$ cat config.mk
export PLATFORM = sky130hd
export DESIGN_NAME = dacc_channel_ctrl
export DESIGN_NICKNAME = d
export VERILOG_FILES = /design/src/verilog/dacc_pkg.sv /design/src/verilog/dacc_reg8.sv /design/src/verilog/dacc_channel_ctrl.sv
export VERILOG_INCLUDE_DIRS = /design/src /design/src/verilog
export SDC_FILE = /design/constraint.sdc
export NUM_CORES = 1
export LEC_CHECK = 0
export BUFFER_PORTS_ARGS = -buffer_cell sky130_fd_sc_hd__buf_2
export CAP_MARGIN = 20
export CORE_AREA = 2 2 83 85
export DETAILED_ROUTE_END_ITERATION = 7
export DIE_AREA = 0 0 85 87
export PLACE_DENSITY = 0.76
export SLEW_MARGIN = 20
export SYNTH_ARGS = -nofsm -noshare
export SYNTH_HDL_FRONTEND = slang
export SYNTH_SLANG_ARGS = --single-unit
$ cat constraint.sdc
create_clock -name i_clk -period 4.4 [get_ports i_clk]
set_clock_uncertainty 0.1 [all_clocks]
set_input_delay 0.22 -clock i_clk [delete_from_list [all_inputs] [get_ports i_clk]]
set_output_delay 0.22 -clock i_clk [all_outputs]
set_load 0.05 [all_outputs]
$ cat src/verilog/dacc_defs.svh
`ifndef DACC_DEFS_SVH
`define DACC_DEFS_SVH

// Register byte offsets on the bus
`define DACC_OFF_CLK_EN      8'h00
`define DACC_OFF_MODE        8'h04
`define DACC_OFF_CODE        8'h08
`define DACC_OFF_PORT_DIR    8'h0C
`define DACC_OFF_STATUS      8'h10

// Field positions
`define DACC_BIT_CLK_SUPPLY  7
`define DACC_BIT_MODE_SEL    0
`define DACC_BIT_CONV_EN     4
`define DACC_BIT_PIN_DIR     2
`define DACC_BIT_ST_CLK      0
`define DACC_BIT_ST_CONV     1
`define DACC_BIT_ST_RT       2
`define DACC_ST_LEVEL_LSB    8

// Reset values
`define DACC_RST_CLK_EN      8'h00
`define DACC_RST_MODE        8'h00
`define DACC_RST_CODE        8'h00
`define DACC_RST_PORT_DIR    8'hFF
`define DACC_RST_LEVEL       8'h00
`define DACC_RST_RDATA       32'h0000_0000

// Writable bit masks; zero positions are fixed at zero
`define DACC_MASK_CLK_EN     8'hF9
`define DACC_MASK_MODE       8'h33
`define DACC_MASK_CODE       8'hFF
`define DACC_MASK_PORT_DIR   8'hFF

// Bus constants
`define DACC_ADDR_W          8
`define DACC_HTRANS_ACT_BIT  1
`define DACC_HRESP_OKAY      1'b0
`define DACC_ZERO_WORD       32'h0000_0000

`endif

$ cat src/verilog/dacc_pkg.sv
package dacc_pkg;

    // Converter state, one-hot
    typedef enum logic [2:0]
    {
        DACC_ST_OFF  = 3'h1,
        DACC_ST_IDLE = 3'h2,
        DACC_ST_CONV = 3'h4
    } dacc_state_t;

    // Bundle that drives the analog converter
    typedef struct packed
    {
        logic       clk_supply;
        logic       active;
        logic       rt_mode;
        logic [7:0] level;
    } dacc_conv_t;

    // Captured address phase, used during the data phase
    typedef struct packed
    {
        logic       valid;
        logic       write;
        logic [7:0] addr;
    } dacc_dphase_t;

endpackage

$ cat src/verilog/dacc_reg8.sv
`timescale 1ns/1ps
`include "dacc_defs.svh"

module dacc_reg8
#(
    parameter logic [7:0] RST_VAL = 8'h00,
    parameter logic [7:0] WR_MASK = 8'hFF
)
(
    // Clock and reset
    input  wire logic       i_clk,
    input  wire logic       i_rst_b,
    // Write port
    input  wire logic       i_wr,
    input  wire logic [7:0] i_wdata,
    // Stored value
    output logic      [7:0] o_q
);

    logic [7:0] q;
    logic [7:0] next_q;

    // Whole-register write; fixed-zero positions never take a one
    always_comb
    begin
        next_q = q;
        if (i_wr)
        begin
            next_q = i_wdata & WR_MASK;
        end
    end

    always_ff @(posedge i_clk)
    begin
        if (!i_rst_b)
        begin
            q <= RST_VAL & WR_MASK;
        end
        else
        begin
            q <= next_q;
        end
    end

    assign o_q = q;

endmodule

$ cat src/verilog/dacc_channel_ctrl.sv
`timescale 1ns/1ps
`include "dacc_defs.svh"

module dacc_channel_ctrl
(
    // Clock and reset
    input  wire logic              i_clk,
    input  wire logic              i_rst_b,
    // AHB-Lite slave
    input  wire logic              i_hsel,
    input  wire logic [31:0]       i_haddr,
    input  wire logic [1:0]        i_htrans,
    input  wire logic              i_hwrite,
    input  wire logic [2:0]        i_hsize,
    input  wire logic [31:0]       i_hwdata,
    input  wire logic              i_hready,
    output logic                   o_hreadyout,
    output logic                   o_hresp,
    output logic [31:0]            o_hrdata,
    // Real-time output update strobe from the timer logic
    input  wire logic              i_rt_trigger,
    // Converter and shared pin
    output dacc_pkg::dacc_conv_t   o_conv,
    output logic                   o_pin_buffer_oe
);

    // Register values
    logic [7:0]             clk_en_q;
    logic [7:0]             mode_q;
    logic [7:0]             code_q;
    logic [7:0]             port_dir_q;

    // Bus data phase state
    dacc_pkg::dacc_dphase_t dphase;
    dacc_pkg::dacc_dphase_t next_dphase;
    logic [31:0]            next_hrdata;
    logic [31:0]            hrdata;

    // Write strobes for the data phase
    logic                   wr_commit;
    logic                   wr_clk_en;
    logic                   wr_mode;
    logic                   wr_code;
    logic                   wr_port_dir;

    // Converter state
    dacc_pkg::dacc_state_t  state;
    dacc_pkg::dacc_state_t  next_state;
    logic [7:0]             level;
    logic [7:0]             next_level;

    // Decoded control bits
    logic                   clk_supply;
    logic                   conv_en;
    logic                   rt_mode;
    logic [31:0]            status_word;

    // Address phase is taken only when the bus is ready and a real transfer is signalled
    logic                   addr_take;
    assign addr_take = i_hsel && i_hready && i_htrans[`DACC_HTRANS_ACT_BIT];

    // Data phase capture; hsize is not checked, and writes use only the low byte of hwdata
    always_comb
    begin
        next_dphase       = '0;
        next_dphase.valid = addr_take;
        next_dphase.write = addr_take && i_hwrite;
        next_dphase.addr  = i_haddr[`DACC_ADDR_W-1:0];
    end

    always_ff @(posedge i_clk)
    begin
        if (!i_rst_b)
        begin
            dphase <= '0;
        end
        else
        begin
            dphase <= next_dphase;
        end
    end

    // Write strobes, one register at a time so neighbours are never touched
    assign wr_commit   = dphase.valid && dphase.write;
    assign wr_clk_en   = wr_commit && (dphase.addr == `DACC_OFF_CLK_EN);
    assign wr_mode     = wr_commit && (dphase.addr == `DACC_OFF_MODE);
    assign wr_code     = wr_commit && (dphase.addr == `DACC_OFF_CODE);
    assign wr_port_dir = wr_commit && (dphase.addr == `DACC_OFF_PORT_DIR);

    // Register storage; masks keep the fixed-zero positions at zero
    dacc_reg8
    #(
        .RST_VAL (`DACC_RST_CLK_EN),
        .WR_MASK (`DACC_MASK_CLK_EN)
    )
    u_clk_en
    (
        .i_clk   (i_clk),
        .i_rst_b (i_rst_b),
        .i_wr    (wr_clk_en),
        .i_wdata (i_hwdata[7:0]),
        .o_q     (clk_en_q)
    );

    dacc_reg8
    #(
        .RST_VAL (`DACC_RST_MODE),
        .WR_MASK (`DACC_MASK_MODE)
    )
    u_mode
    (
        .i_clk   (i_clk),
        .i_rst_b (i_rst_b),
        .i_wr    (wr_mode),
        .i_wdata (i_hwdata[7:0]),
        .o_q     (mode_q)
    );

    dacc_reg8
    #(
        .RST_VAL (`DACC_RST_CODE),
        .WR_MASK (`DACC_MASK_CODE)
    )
    u_code
    (
        .i_clk   (i_clk),
        .i_rst_b (i_rst_b),
        .i_wr    (wr_code),
        .i_wdata (i_hwdata[7:0]),
        .o_q     (code_q)
    );

    dacc_reg8
    #(
        .RST_VAL (`DACC_RST_PORT_DIR),
        .WR_MASK (`DACC_MASK_PORT_DIR)
    )
    u_port_dir
    (
        .i_clk   (i_clk),
        .i_rst_b (i_rst_b),
        .i_wr    (wr_port_dir),
        .i_wdata (i_hwdata[7:0]),
        .o_q     (port_dir_q)
    );

    // Control bits taken from the registers
    assign clk_supply = clk_en_q[`DACC_BIT_CLK_SUPPLY];
    assign conv_en    = mode_q[`DACC_BIT_CONV_EN];
    assign rt_mode    = mode_q[`DACC_BIT_MODE_SEL];

    // Converter state; without its clock the converter cannot convert
    always_comb
    begin
        next_state = state;
        case (state)
            dacc_pkg::DACC_ST_OFF,
            dacc_pkg::DACC_ST_IDLE,
            dacc_pkg::DACC_ST_CONV:
            begin
                if (!clk_supply)
                begin
                    next_state = dacc_pkg::DACC_ST_OFF;
                end
                else if (conv_en)
                begin
                    next_state = dacc_pkg::DACC_ST_CONV;
                end
                else
                begin
                    next_state = dacc_pkg::DACC_ST_IDLE;
                end
            end
            default:
            begin
                next_state = dacc_pkg::DACC_ST_OFF;
            end
        endcase
    end

    // Applied code: normal mode follows the register, real-time waits for the strobe
    always_comb
    begin
        next_level = `DACC_RST_LEVEL;
        if (state == dacc_pkg::DACC_ST_CONV)
        begin
            if (!rt_mode)
            begin
                next_level = code_q;
            end
            else
            begin
                next_level = i_rt_trigger ? code_q : level;
            end
        end
    end

    always_ff @(posedge i_clk)
    begin
        if (!i_rst_b)
        begin
            state <= dacc_pkg::DACC_ST_OFF;
            level <= `DACC_RST_LEVEL;
        end
        else
        begin
            state <= next_state;
            level <= next_level;
        end
    end

    // Status word shows the converter's own state and applied code
    always_comb
    begin
        status_word                                        = `DACC_ZERO_WORD;
        status_word[`DACC_BIT_ST_CLK]                      = state != dacc_pkg::DACC_ST_OFF;
        status_word[`DACC_BIT_ST_CONV]                     = state == dacc_pkg::DACC_ST_CONV;
        status_word[`DACC_BIT_ST_RT]                       = rt_mode;
        status_word[`DACC_ST_LEVEL_LSB+7:`DACC_ST_LEVEL_LSB] = level;
    end

    // Read data registered at the address phase; unmapped reads return zero
    always_comb
    begin
        next_hrdata = `DACC_ZERO_WORD;
        if (addr_take && !i_hwrite)
        begin
            case (i_haddr[`DACC_ADDR_W-1:0])
                `DACC_OFF_CLK_EN:   next_hrdata = {24'h00_0000, clk_en_q};
                `DACC_OFF_MODE:     next_hrdata = {24'h00_0000, mode_q};
                `DACC_OFF_CODE:     next_hrdata = {24'h00_0000, code_q};
                `DACC_OFF_PORT_DIR: next_hrdata = {24'h00_0000, port_dir_q};
                `DACC_OFF_STATUS:   next_hrdata = status_word;
                default:            next_hrdata = `DACC_ZERO_WORD;
            endcase
        end
    end

    always_ff @(posedge i_clk)
    begin
        if (!i_rst_b)
        begin
            hrdata <= `DACC_RST_RDATA;
        end
        else
        begin
            hrdata <= next_hrdata;
        end
    end

    // Zero wait states, so the slave never stretches a transfer
    assign o_hreadyout = 1'b1;
    assign o_hresp     = `DACC_HRESP_OKAY;
    assign o_hrdata    = hrdata;

    // Converter outputs; level is the code, analog value is reference * level / 256
    assign o_conv.clk_supply = clk_supply;
    assign o_conv.active     = state == dacc_pkg::DACC_ST_CONV;
    assign o_conv.rt_mode    = rt_mode;
    assign o_conv.level      = level;

    // Digital buffer drives the pin only in output mode
    assign o_pin_buffer_oe = !port_dir_q[`DACC_BIT_PIN_DIR];
endmodule

After elaboration in Yosys (flattened, before gate mapping):

Index checks and enable logic that the tools add are counted.

* eq/ne operators: 12
* multiplexer cells: 4
* reduce and logical (&&, ||, !) cells: 17

Operators with widths (count)
* case mux 16 bit (5 select lines): 1
* == test 8 x 4 -> 1 bit, second input constant: 4
* == test 8 x 3 -> 1 bit, second input constant: 2
* zero test 8 bit: 2
* 2-to-1 mux 8 bit: 2
* logical AND 1 bit: 9
* == test 8 x 5 -> 1 bit, second input constant: 1
* AND reduction 2 bit: 2
* == test 3 x 1 -> 1 bit, second input constant: 1
* == test 3 x 2 -> 1 bit, second input constant: 1
* == test 3 bit, second input constant: 1
* 2-to-1 mux 3 bit: 1
* != test 3 x 1 -> 1 bit, second input constant: 1
* AND reduction 3 bit: 1
* OR reduction 3 bit: 1
* zero test 1 bit: 2
* != test 2 bit, second input constant: 1

* register bits after elaboration: 79
* input bits: 75

Longest topological paths before layout:

Gate-level depths: netlist (run 1).

* depth after elaboration: 4
* mapped depth: 5
* gate-level depth less buffers: 4

Cells and area by module:

From an unflattened synthesis (run 1), not the netlist that was laid out.

* cell total of the unflattened synthesis: 253
* area, all modules: 2627.5 um^2

By module, submodules not included
* dacc_channel_ctrl: times used 1, cells each 162, area each 1602.8 um^2, seq. area each 740.7 um^2
* dacc_reg8 at u_code: times used 1, cells each 25, area each 301.5 um^2, seq. area each 160.2 um^2
* dacc_reg8 at u_port_dir: times used 1, cells each 26, area each 285.3 um^2, seq. area each 160.2 um^2
* dacc_reg8 at u_clk_en: times used 1, cells each 22, area each 247.7 um^2, seq. area each 120.1 um^2
* dacc_reg8 at u_mode: times used 1, cells each 18, area each 190.2 um^2, seq. area each 80.1 um^2

Least setup slack after synthesis (run 1):

Ideal clock, no wire load.

* path kind: register -> register
* start point: register state[2]
* end point: register level[0]
* arrival: 2.207 ns
* path slack: 2.022 ns
* cell stages (with the launch flop): 4
* path buffers: 0
* clock period less this slack: 2.378 ns
* cell sequence: dfxtp_1 nor3b_1 nand2_1 nor2_1

RTL lines
* from (decl): RTL line dacc_channel_ctrl.sv:47 `dacc_pkg::dacc_state_t state;`
* from (signal assigned): RTL line dacc_channel_ctrl.sv:202 `state <= dacc_pkg::DACC_ST_OFF;`
* from (signal assigned): RTL line dacc_channel_ctrl.sv:207 `state <= next_state;`
* to (signal assigned): RTL line dacc_channel_ctrl.sv:203 `` level <= `DACC_RST_LEVEL; ``
* to (signal assigned): RTL line dacc_channel_ctrl.sv:208 `level <= next_level;`
* to (decl): RTL line dacc_channel_ctrl.sv:49 `logic [7:0] level;`

Final worst setup path (run 1):

* start point: input i_haddr[5]
* end point: register hrdata[1] (netlist: o_hrdata[1])

* longest elaborated chain between the ends: 2
* elaborated cells between the ends (all ways): 6
* those cells by class: 4 x eq/ne; 1 x mux; 1 x reduce/logical

RTL lines
* from (decl): RTL line dacc_channel_ctrl.sv:11 `input wire logic [31:0] i_haddr,`
* == test 8 x 5 -> 1 bit (tied with other cells): RTL line dacc_channel_ctrl.sv:228 `` case (i_haddr[`DACC_ADDR_W-1:0]) ``
* case mux 16 bit (5 select lines) *: RTL line dacc_channel_ctrl.sv:228
* to (signal assigned): RTL line dacc_channel_ctrl.sv:243 `` hrdata <= `DACC_RST_RDATA; ``
* to (signal assigned): RTL line dacc_channel_ctrl.sv:247 `hrdata <= next_hrdata;`
* to (decl): RTL line dacc_channel_ctrl.sv:37 `logic [31:0] hrdata;`

Every way passes the cells marked *; elsewhere a longest branch is shown, timed or not.
A chain may end at the register's enable or synchronous reset.

==> results by group, run 1 <==
STA
  • Worst Hold Slack: 4.175 ps
  • Setup TNS: 0 ps
  • Final Hold Fails: 0
  • Final setup violation count: 0
  • Least-Margin Pin Slew: roughly 840 ps
  • Final WS setup: 2388 ps
  • Final min period: around 2000 ps
  • Achievable Freq: between 400 and 500 MHz
  • Slew headroom: 44.01%
  • RSZ-0062 raised after global routing: false
  • Final Cycle Share: 45.72%
  • Slew Limit Fails: 0

Clocking
  • Clk_lat worst skew: approximately 340 ps
  • Clk root buf: clkbuf_8
  • Reg clk slew, reported paths: 70 ps
  • Max Root-Sink Buffers: 2
  • Post-CTS sizing: 0
  • Total CTS buffers: 9
  • Clock sinks: between 60 and 70
  • CTS H-Tree Depth: 3
  • CTS tree: yes

Drt
  • DR DRC count: 0
  • DR WL/cell: 13.37 µm
  • Average via count per standard cell: around 4.8
  • DRT Pass-1 Iters: 4
  • DRT iter0 DRCs: approximately 120
  • Detailed Route WL: 5.148 mm
  • Post-route ant nets: 0
  • Via count: ~1800

Worst setup path
  • Crit-path slowest cell: dlygate4sd3_1
  • Crit path DAT: 2180 ps
  • CP top delay family: simple AND/OR/NAND/NOR gates
  • Worst path cell trace: dlygate4sd3_1, buf_2, or3_1, nor3_2, nand3b_1, a21oi_2
  • Setup Crit Path Kind: input pin to flip-flop
  • CP max FO: 7
  • Worst path max stage delay: 520 ps
  • Worst Path Required: 4570 ps
  • Worst Path Buf+Inv: 2
  • Endpoint class of the critical path: flip-flop
  • CP startpoint kind: input pin

Pwr
  • Flop pwr share: slightly below 50%
  • Worst vdd ir: 0.1807 mV
  • Internal Power: 898.8 µW
  • Switch share: 22.99%
  • PD cells: 396.2 nW/µm²
  • Psw: roughly 270 µW
  • Logic gate share of total power: 6.4%
  • Lkg Pwr: 0.001268 µW
  • Clock Power Share: 44.2%

Yosys
  • Mapped Cells: 250
  • Ranking of synthesized cells by area: dfxtp_1 (50%), mux2i_1 (9.2%), buf_4 (6.3%)
  • Share of the synthesized area in the top cell type: 50.25%
  • Cell variety after synth: 39
  • Flops & latches, synth: 63
  • Ys async rst share: 0%
  • Synth warn: 0
  • Post-synthesis cell area: 2510 µm²
  • Cell taking the most area after synthesis: dfxtp_1
  • EDFF count, synth: 0
  • Register area share after synthesis: 50.25%
  • Primary FF master, synth: dfxtp_1
  • Synthesized area per cell: 10.04 µm²

Finish
  • Layout area overhead: 17.35%
  • Reg area: 1261 µm²
  • Commonest non-fill, non-tap cell in the layout: dfxtp_1
  • Layout filler cell count: 618
  • Multi-input gate area: 1101 µm²
  • Most frequent cells in the layout: dfxtp_1 (63), buf_2 (50), nand2_1 (25)
  • Share of layout cells above drive strength 1: 30.26%
  • Nets: around 370

Die
  • Initial core utilization: a little under two fifths
  • Rows: 30
  • Io pins: 121
  • Core ar.: 6569 µm²
  • Die extent in x: 85 µm
  • Die height: slightly below 90 µm
  • Die footprint: 7395 µm²

Job
  • Max-cap violations: 0

Placed design
  • Dpl ws: around 2100 ps
  • GPL Wtd Cong: 0.8221
  • Placed wire-length estimate: ~3.7 mm
  • IO buf count: 50

Global route
  • Gr ovfl total: 0
  • M3 GR Usage: ~4.5%
  • Number of global-route vias before repair: 1681
  • Gr usage total: 14.35%
  • GR Layer Usage met1: between 10% and 20%
  • First-pass GRT wire length: 8.093 mm
  • Initial antenna violation count: 1
  • Busiest grt layer: met2
  • Largest net degree at the start of global routing: 46
  • Met2 Usage GRT: 24.29%

Hold path
  • Worst hold path type: input pin to flip-flop

Status
  • Outcome: completed
==> kinds of logic after synthesis <==
| kind of cell | after synthesis | synth area share (%) |
|---|---|---|
| compound gates | 27 | 6.980 |
| xor+xnor | 1 | 0.3490 |
| buf+inv | 32 | 8.275 |
| flops | 63 | 50.25 |
| mux | 30 | 12.31 |
| other cells | 2 | 0.2992 |
| simple gates | 95 | 21.54 |
==> flip-flops by register name, summed over array words and instances (netlist names) <==
name	count
dphase	10
level	8
o_hrdata	16
state	3
u_clk_en.o_q	6
u_code.o_q	8
u_mode.o_q	4
u_port_dir.o_q	8
==> metrics by stage <==
stage,utilization (%),power [µW],area [µm²],std cells
after floorplan,-,657.9,2570,266
after global placement,41.47,662.1,2724,367
after detailed placement,41.47,663.1,2724,367
after CTS,44.80,1176,2943,384
after global routing,44.80,1206,2943,384
final,44.84,1167,2945,385
==> worst register-to-register path, cell delays in order, from the launching register on <==
cell and delay, ps:
dfxtp_1 310, nor4_2 430, nand4_1 590, mux2i_1 340
nand2_1 70
==> power groups by stage <==
stage                     Combinational (µW)  Clock (µW)  Sequential [µW]
after global placement                  72.9           0              589
after CTS                               74.6         524              577
final                                   74.9         515              577
after detailed placement                73.7           0              589
after global routing                    79.9         549              577
after floorplan                         68.9           0              589
==> cells in the mapped netlist (all sizes together), types with 4 or more instances <==
| library cell | instances |
|---|---|
| a22oi | 5 |
| and2 | 9 |
| and3 | 8 |
| buf | 24 |
| clkbuf | 5 |
| dfxtp | 63 |
| mux2 | 7 |
| mux2i | 23 |
| nand2 | 25 |
| nand3 | 13 |
| nand3b | 4 |
| nor2 | 19 |
| o21ai | 15 |
==> path summary, 6_finish.rpt <==
kind	from	to	slack (ps)	depth (start not counted)
max reg2reg	dphase[5]	u_port_dir.o_q[2]	2420	4
max	i_haddr[5]	o_hrdata[1]	2390	6
min reg2reg	u_mode.o_q[4]	state[1]	330	1
min	i_hwrite	dphase[8]	4	2
==> metal layers <==
| layer | wire length, µm | vias to the layer above |
|---|---|---|
| met4 | 97 | 0 |
| met1 | 2199 | 854 |
| met3 | 317 | 10 |
| met2 | 2533 | 49 |
| met5 | 0 | - |
| li1 | - | 927 |
==> repair_timing <==
item / 4_1_cts / 5_1_grt
buffers inserted: 0 / 0
hold buffers: 1 / 0
hold endpoints to repair: 1 / 0
==> final cells by class <==
class | count | area share (%)
sequential | 63 | 42.82
multi-input combinational | 171 | 37.38
timing repair buffer | 51 | 8.836
clock buffer | 13 | 5.735
tap | 80 | 3.398
clock inverter | 3 | 1.359
inverter | 3 | 0.3823
antenna | 1 | 0.08496
(Power assumes the default switching activity.)
==> run 2: changes to the inputs <==
--- a/config.mk
+++ b/config.mk
@@ -6,12 +6,13 @@
 export SDC_FILE = /design/constraint.sdc
 export NUM_CORES = 1
 export LEC_CHECK = 0
+export ABC_AREA = 1
 export BUFFER_PORTS_ARGS = -buffer_cell sky130_fd_sc_hd__buf_2
 export CAP_MARGIN = 20
-export CORE_AREA = 2 2 83 85
+export CORE_AREA = 2 2 86 88
 export DETAILED_ROUTE_END_ITERATION = 7
-export DIE_AREA = 0 0 85 87
-export PLACE_DENSITY = 0.76
+export DIE_AREA = 0 0 88 90
+export PLACE_DENSITY = 0.75
 export SLEW_MARGIN = 20
 export SYNTH_ARGS = -nofsm -noshare
 export SYNTH_HDL_FRONTEND = slang
==> constraint.sdc (replaced) <==
create_clock -name i_clk -period 2 [get_ports i_clk]
set_clock_uncertainty 0.1 [all_clocks]
set_input_delay 0.1 -clock i_clk [delete_from_list [all_inputs] [get_ports i_clk]]
set_output_delay 0.1 -clock i_clk [all_outputs]
set_load 0.05 [all_outputs]
==> run 2 against run 1 <==
Via count rose by 32%. Utilization grew 3.8 points. Non-clock buffer count grew 26. Setup slack worse by 2200 ps. Hold slack better by 340 ps. Register-to-register slack got worse by 1800 ps. Wire length rose by 19%. Die area grew 7.1%. Sequential share of layout area decreased by 5.9 points. Final cell count up 40%. Highest routed layer unchanged.
==> results by group, run 2 <==
Finish
  • Share of layout cells above drive strength 1: 21.14% (-9.1 points)
  • Commonest non-fill, non-tap cell in the layout: nand2_1
  • Antenna diode count: 0 (-1)
  • Design Area, Final: 3413 µm² (+16%)
  • Nets: 510 (+36%)
  • Layout area overhead: 25.08%
  • Most frequent cells in the layout: nand2_1 (81), dfxtp_1 (63), buf_2 (50)
  • Max reg flops: 16 (unchanged)

Yosys
  • Cell variety after synth: 24 (-38%)
  • Ranking of synthesized cells by area: dfxtp_1 (46%), nand2_1 (11%), nand3_1 (8.4%)
  • Register area share after synthesis: 46.22% (-4.0 points)
  • Mapped Cells: 361 (+44%)
  • Primary FF master, synth: dfxtp_1
  • Cell with the most instances after synthesis: nand2_1
  • Top cells by count, synth: nand2_1 (81), dfxtp_1 (63), nand3_1 (46), nor2_1 (40), inv_1 (36)
  • Post-synthesis cell area: 2729 µm² (+8.7%)
  • Cell taking the most area after synthesis: dfxtp_1
  • Flops & latches, synth: 63 (unchanged)
  • Synth warn: 0 (unchanged)
  • EDFF count, synth: 0 (unchanged)
  • Share of the synthesized area in the top cell type: 46.22% (-4.0 points)
  • Synthesized area per cell: 7.559 µm² (-25%)
  • Ys async rst share: 0% (unchanged)

STA
  • Final min period: 1843 ps
  • RSZ-0062 raised after global routing: false
  • Final Hold Fails: 0 (unchanged)
  • Final WS setup: 156.9 ps (-2232 ps)
  • Setup TNS: 0 ps (unchanged)
  • Achievable Freq: 542.6 MHz
  • Final setup violation count: 0 (unchanged)
  • Slew Limit Fails: 0 (unchanged)
  • Worst Hold Slack: 344.1 ps (+339.9 ps)
  • Final Cycle Share: 92.16%

Drt
  • Met3 wire len: 405 µm (+28%)
  • DRT Pass-1 Iters: 4 (unchanged)
  • Average via count per standard cell: 4.497 (-5.9%)
  • DRT iter0 DRCs: 222 (+93%)
  • Detailed Route WL: 6.111 mm (+19%)
  • Met1 WL: 2.722 mm (+24%)
  • Max layer used: met4
  • DR WL met2: 2.900 mm (+14%)
  • DR DRC count: 0 (unchanged)
  • Via count: 2424 (+32%)
  • DR WL/cell: 11.34 µm (-15%)
  • Post-route ant nets: 0 (unchanged)

Clocking
  • Reg clk slew, reported paths: 70 ps (about the same)
  • Clock sinks: 63 (unchanged)
  • Post-CTS Setup Bufs: 0 (unchanged)
  • Post-CTS sizing: 0 (unchanged)
  • Clk_lat worst skew: 340 ps (about the same)
  • Total CTS buffers: 9 (unchanged)
  • CTS tree: yes
  • CTS H-Tree Depth: 3 (unchanged)
  • Max Root-Sink Buffers: 2 (unchanged)
  • Clk root buf: clkbuf_8

Worst setup path
  • Crit path DAT: 1970 ps (-210 ps)
  • CP startpoint kind: input pin
  • Cell mode on critical path: dlygate4sd3_1
  • Crit-path slowest cell: dlygate4sd3_1
  • R2r worst-path depth: 6 (+2)
  • Worst Path Required: 2130 ps (-2440 ps)
  • R2R setup slack: 580 ps (-1840 ps)
  • FF-to-FF End: u_port_dir.o_q[3]
  • Setup Crit Path Kind: input pin to flip-flop
  • Worst path max stage delay: 570 ps (+50 ps)
  • Endpoint class of the critical path: flip-flop
  • CP max FO: 2 (-5)
  • Reg2reg start: dphase[1]
  • Worst path cell trace: dlygate4sd3_1, buf_2, nand3_1, dlygate4sd3_1, nor2_2, dlygate4sd3_1

Job
  • Max-cap violations: 0 (unchanged)

Die
  • Initial core utilization: 38.87% (+0.66 points)
  • Die height: 90 µm (+3.4%)
  • Rows: 31 (+3.3%)
  • Die extent in x: 88 µm (+3.5%)
  • Core ar.: 7020 µm² (+6.9%)
  • Die footprint: 7920 µm² (+7.1%)
  • Io pins: 121 (unchanged)

Pwr
  • PD cells: 771.3 nW/µm² (+95%)
  • Worst vdd ir: 0.3253 mV (+80%)
  • Overall power: 2633 µW (+130%)
  • Lkg Pwr: 0.001630 µW (+29%)

Hold path
  • Worst hold path type: flip-flop to flip-flop
  • WHS Endpoint: state[1]
  • Hold path depth: 1 (-1)
  • Hold Startpoint: u_mode.o_q[4]

Placed design
  • IO buf count: 50 (unchanged)
  • Placed wire-length estimate: 4.344 mm (+16%)
  • GPL Wtd Cong: 0.8065 (-1.9%)
  • Dpl ws: 597.8 ps (-1504 ps)
  • Post-DP Area: 2974 µm² (+9.2%)

Global route
  • Largest net degree at the start of global routing: 29 (-37%)
  • Initial antenna violation count: 0 (-1)
  • Gr ovfl total: 0 (unchanged)
  • First-pass GRT wire length: 10.09 mm (+25%)
  • Number of global-route vias before repair: 2247 (+34%)
  • Gr usage total: 16.30% (+1.9 points)

Status
  • Outcome: completed
[run 2: changes by cell type after synthesis, moves of 11 or more]
cell     previous run  this run
a21oi_1             2        26
inv_1               3        36
mux2i_1            23         0
nand2_1            25        81
nand3_1            13        46
nor2_1             18        40
o21ai_0            14         3
[run 2: through the flow]
stage | instances | utilization [%]
CTS | 539 | 48.62
finish | 539 | 48.62
global placement | 500 | 42.36
detailed placement | 500 | 42.36
global route | 539 | 48.62
floorplan | 377 | -
[run 2: timing repair]
item                                   in CTS  in global routing
endpoints found under the hold margin      32                  0
setup endpoints to repair                   0                  0
hold buffers                               23                  0
[run 2: how the worst max path moves through the flow]
stage	startpoint	endpoint	slack (ps)	cells after the start
global route	i_hready	o_hrdata[15]	50	9
global placement	dphase[1]	u_port_dir.o_q[4]	620	6
finish	i_hready	dphase[9]	160	6
detailed placement	dphase[1]	u_port_dir.o_q[3]	600	6
CTS	i_hready	dphase[9]	180	6
floorplan	state[1]	level[0]	280	3
[run 2: logic make-up (layout without fill, tap and decap cells)]
family / after synthesis / in the layout / synth area share, %
buffers and inverters: 70 / 133 / 13.80
AND/OR/NAND/NOR: 188 / 188 / 31.59
AO/OA/AOI/OAI: 38 / 38 / 8.115
flip-flops: 63 / 63 / 46.22
other: 2 / 18 / 0.2752
[run 2: routing by layer]
metal | vias up | track usage [%]
met4 | 0 | 6.538
li1 | 1250 | -
met5 | - | 0
met1 | 1086 | 20.15
met3 | 5 | 5.785
met2 | 83 | 25.57
[run 2: worst max-delay path, delay by kind of cell]
kind	cells	cell delay, ps
buffers and inverters	4	1770
AND/OR/NAND/NOR	2	110
[run 2: layout make-up]
class	count	area, µm²
clock buffer	13	168.9
clock inverter	3	40.04
fill	705	3607
inverter	40	157.7
multi-input combinational	244	1151
sequential	63	1261
tap	99	123.9
timing repair buffer	77	510.5
[run 2: report_power, final]
part	switching, µW	internal, µW	total [µW]
Sequential	3.11	1260	1270
Combinational	157	65.1	223
Clock	469	674	1140
Total	630	2000	2630
==> run 3: changes to the inputs <==
--- a/config.mk
+++ b/config.mk
@@ -9,9 +9,9 @@
 export ABC_AREA = 1
 export BUFFER_PORTS_ARGS = -buffer_cell sky130_fd_sc_hd__buf_2
 export CAP_MARGIN = 20
-export CORE_AREA = 2 2 86 88
+export CORE_AREA = 5 5 89 91
 export DETAILED_ROUTE_END_ITERATION = 7
-export DIE_AREA = 0 0 88 90
+export DIE_AREA = 0 0 94 96
 export PLACE_DENSITY = 0.75
 export SLEW_MARGIN = 20
 export SYNTH_ARGS = -nofsm -noshare
==> run 3 against run 2 <==
Non-clock buffer count is 6 higher. Maximum frequency grew 0.43%. Setup slack better by 7.8 ps. Clock power rose by 11%. Combinational power rose by 3%. Utilization grew 0.69 points. Global-route usage decreased by 1.5 points. Largest cell class unchanged. Critical path depth grew 3.
==> results by group, run 3 (synthesis gave the netlist of run 2 again) <==
Status
  • Outcome: completed

Drt
  • DRT Pass-1 Iters: 5 (+1)
  • DRT iter0 DRCs: 165 (-26%)
  • DR DRC count: 0 (unchanged)
  • DR WL/cell: 11.86 µm (+4.6%)
  • Detailed Route WL: 6.466 mm (+5.8%)
  • Post-route ant nets: 0 (unchanged)
  • Via count: 2476 (+2.1%)
  • Average via count per standard cell: 4.543 (+1.0%)

Pwr
  • Worst vdd ir: 0.3339 mV (+2.7%)
  • PD cells: 790.1 nW/µm² (+2.4%)
  • Lkg Pwr: 0.001666 µW (+2.2%)

Clocking
  • Clk root buf: clkbuf_8
  • Max Root-Sink Buffers: 2 (unchanged)
  • CTS H-Tree Depth: 3 (unchanged)
  • Clock sinks: 63 (unchanged)
  • CTS tree: yes
  • Total CTS buffers: 9 (unchanged)
  • Reg clk slew, reported paths: 70 ps (about the same)
  • Clk_lat worst skew: 350 ps (about the same)

STA
  • Final Hold Fails: 0 (unchanged)
  • RSZ-0062 raised after global routing: false
  • Final min period: 1835 ps (-7.832 ps)
  • Final Cycle Share: 91.76% (-0.39 points)
  • Final setup violation count: 0 (unchanged)
  • Setup TNS: 0 ps (unchanged)
  • Achievable Freq: 544.9 MHz (+0.43%)
  • Slew Limit Fails: 0 (unchanged)

Global route
  • Gr ovfl total: 0 (unchanged)
  • Gr usage total: 14.83% (-1.5 points)
  • Initial antenna violation count: 0 (unchanged)
  • Number of global-route vias before repair: 2254 (+0.31%)
  • First-pass GRT wire length: 10.32 mm (+2.2%)
  • Largest net degree at the start of global routing: 29 (unchanged)

Finish
  • Fin util: 49.31% (+0.69 points)
  • Multi-input gate area: 1154 µm² (+0.22%)
  • Design Area, Final: 3481 µm² (+2.0%)
  • Antenna diode count: 0 (unchanged)
  • Nets: 516 (+1.2%)
  • Layout filler cell count: 690 (-2.1%)
  • Commonest non-fill, non-tap cell in the layout: nand2_1
  • Share of layout cells above drive strength 1: 22.42% (+1.3 points)
  • Most frequent cells in the layout: nand2_1 (81), dfxtp_1 (63), buf_2 (50)
  • Max reg flops: 16 (unchanged)
  • Layout area overhead: 27.56%
  • Reg area: 1261 µm² (unchanged)

Hold path
  • Worst hold path type: flip-flop to flip-flop
  • Hold path depth: 1 (unchanged)
  • Hold Startpoint: u_mode.o_q[4]
  • WHS Endpoint: state[1]

Worst setup path
  • R2R setup slack: 170 ps (-410 ps)
  • FF-to-FF End: u_code.o_q[5]
  • Crit path DAT: 2030 ps (+60 ps)
  • CP max FO: 5 (+3)
  • Endpoint class of the critical path: flip-flop
  • Worst Path Required: 2200 ps (+70 ps)
  • R2r worst-path depth: 7 (+1)
  • Reg2reg start: dphase[1]
  • Setup Crit Path Kind: input pin to flip-flop
  • CP startpoint kind: input pin

Placed design
  • Placed wire-length estimate: 4.610 mm (+6.1%)
  • Post-DP Area: 2974 µm² (unchanged)
  • GPL Wtd Cong: 0.8725 (+8.2%)
  • IO buf count: 50 (unchanged)

Die
  • Die extent in x: 94 µm (+6.8%)
  • Die height: 96 µm (+6.7%)
  • Rows: 31 (unchanged)
  • Io pins: 121 (unchanged)
  • Core ar.: 7059 µm² (+0.55%)
  • Initial core utilization: 38.66% (-0.21 points)
  • Die footprint: 9024 µm² (+14%)

Job
  • Max-cap violations: 0 (unchanged)
==> run 3: changes by cell type in the layout (fill, tap and decap cells not counted), sizes merged <==
cell,before,now
buf,54,59
bufinv,1,2
clkbuf,13,9
clkinv,3,2
clkinvlp,0,1
dlygate4sd3,23,24
inv,39,42
==> run 3: stage by stage <==
| step | hold WS [ps] | std cells | total power, µW | setup WS [ps] |
|---|---|---|---|---|
| 6_report | 348.9 | 545 | 2750 | 164.7 |
| 5_1_grt | 376.7 | 545 | 2841 | 38.66 |
| 4_1_cts | 352.4 | 540 | 2760 | 62.80 |
| 3_5_place_dp | 216.1 | 500 | 1485 | 558.3 |
| 3_3_place_gp | 209.5 | 500 | 1482 | 594.9 |
| 2_1_floorplan | 93.45 | 377 | 1467 | 276.5 |
==> run 3: power by group <==
| part | switching, µW | internal (µW) | total (µW) |
|---|---|---|---|
| registers | 2.95 | 1260 | 1270 |
| clock network | 540 | 716 | 1260 |
| logic | 161 | 68.4 | 229 |
| total | 703 | 2050 | 2750 |
==> run 3: per-layer routing <==
layer	part of all wire [%]	wire (µm)	GRT usage [%]
met5	0	0	0
met4	1.6	103	7.461
met3	7.2	464	3.518
met2	49	3146	24.72
met1	43	2752	17.91
==> run 3: final cells by class <==
cell class / count / share of cell area [%]
Sequential cell: 63 / 36.23
Clock inverter: 7 / 2.948
Clock buffer: 9 / 3.559
Multi-Input combinational cell: 244 / 33.14
Inverter: 40 / 4.529
Tap cell: 99 / 3.559
Timing Repair Buffer: 83 / 16.03
==> run 3: what timing repair did <==
item / in CTS / in global routing
hold buffers: 24 / 0
setup endpoints to repair: 0 / 1
endpoints found under the hold margin: 31 / 0
resized for setup: 0 / 1
buffers inserted: 0 / 5
==> run 3: worst max-delay path by stage <==
stage	endpoint	depth (start not counted)	slack (ps)	start
after global placement	u_port_dir.o_q[5]	6	590	dphase[1]
final	o_hrdata[2]	9	160	i_hready
after floorplan	level[0]	3	280	state[1]
after detailed placement	u_code.o_q[7]	5	560	dphase[9]
after global routing	u_code.o_q[5]	7	40	dphase[7]
after CTS	u_code.o_q[5]	7	60	dphase[1]
==> run 3: worst max-delay path: stages <==
cell	delay (ps)
dlygate4sd3_1	520
buf_2	90
nand3_1	70
dlygate4sd3_1	570
nor2_2	100
nand2_1	150
a21oi_4	230
o21ai_0	140
inv_1	60
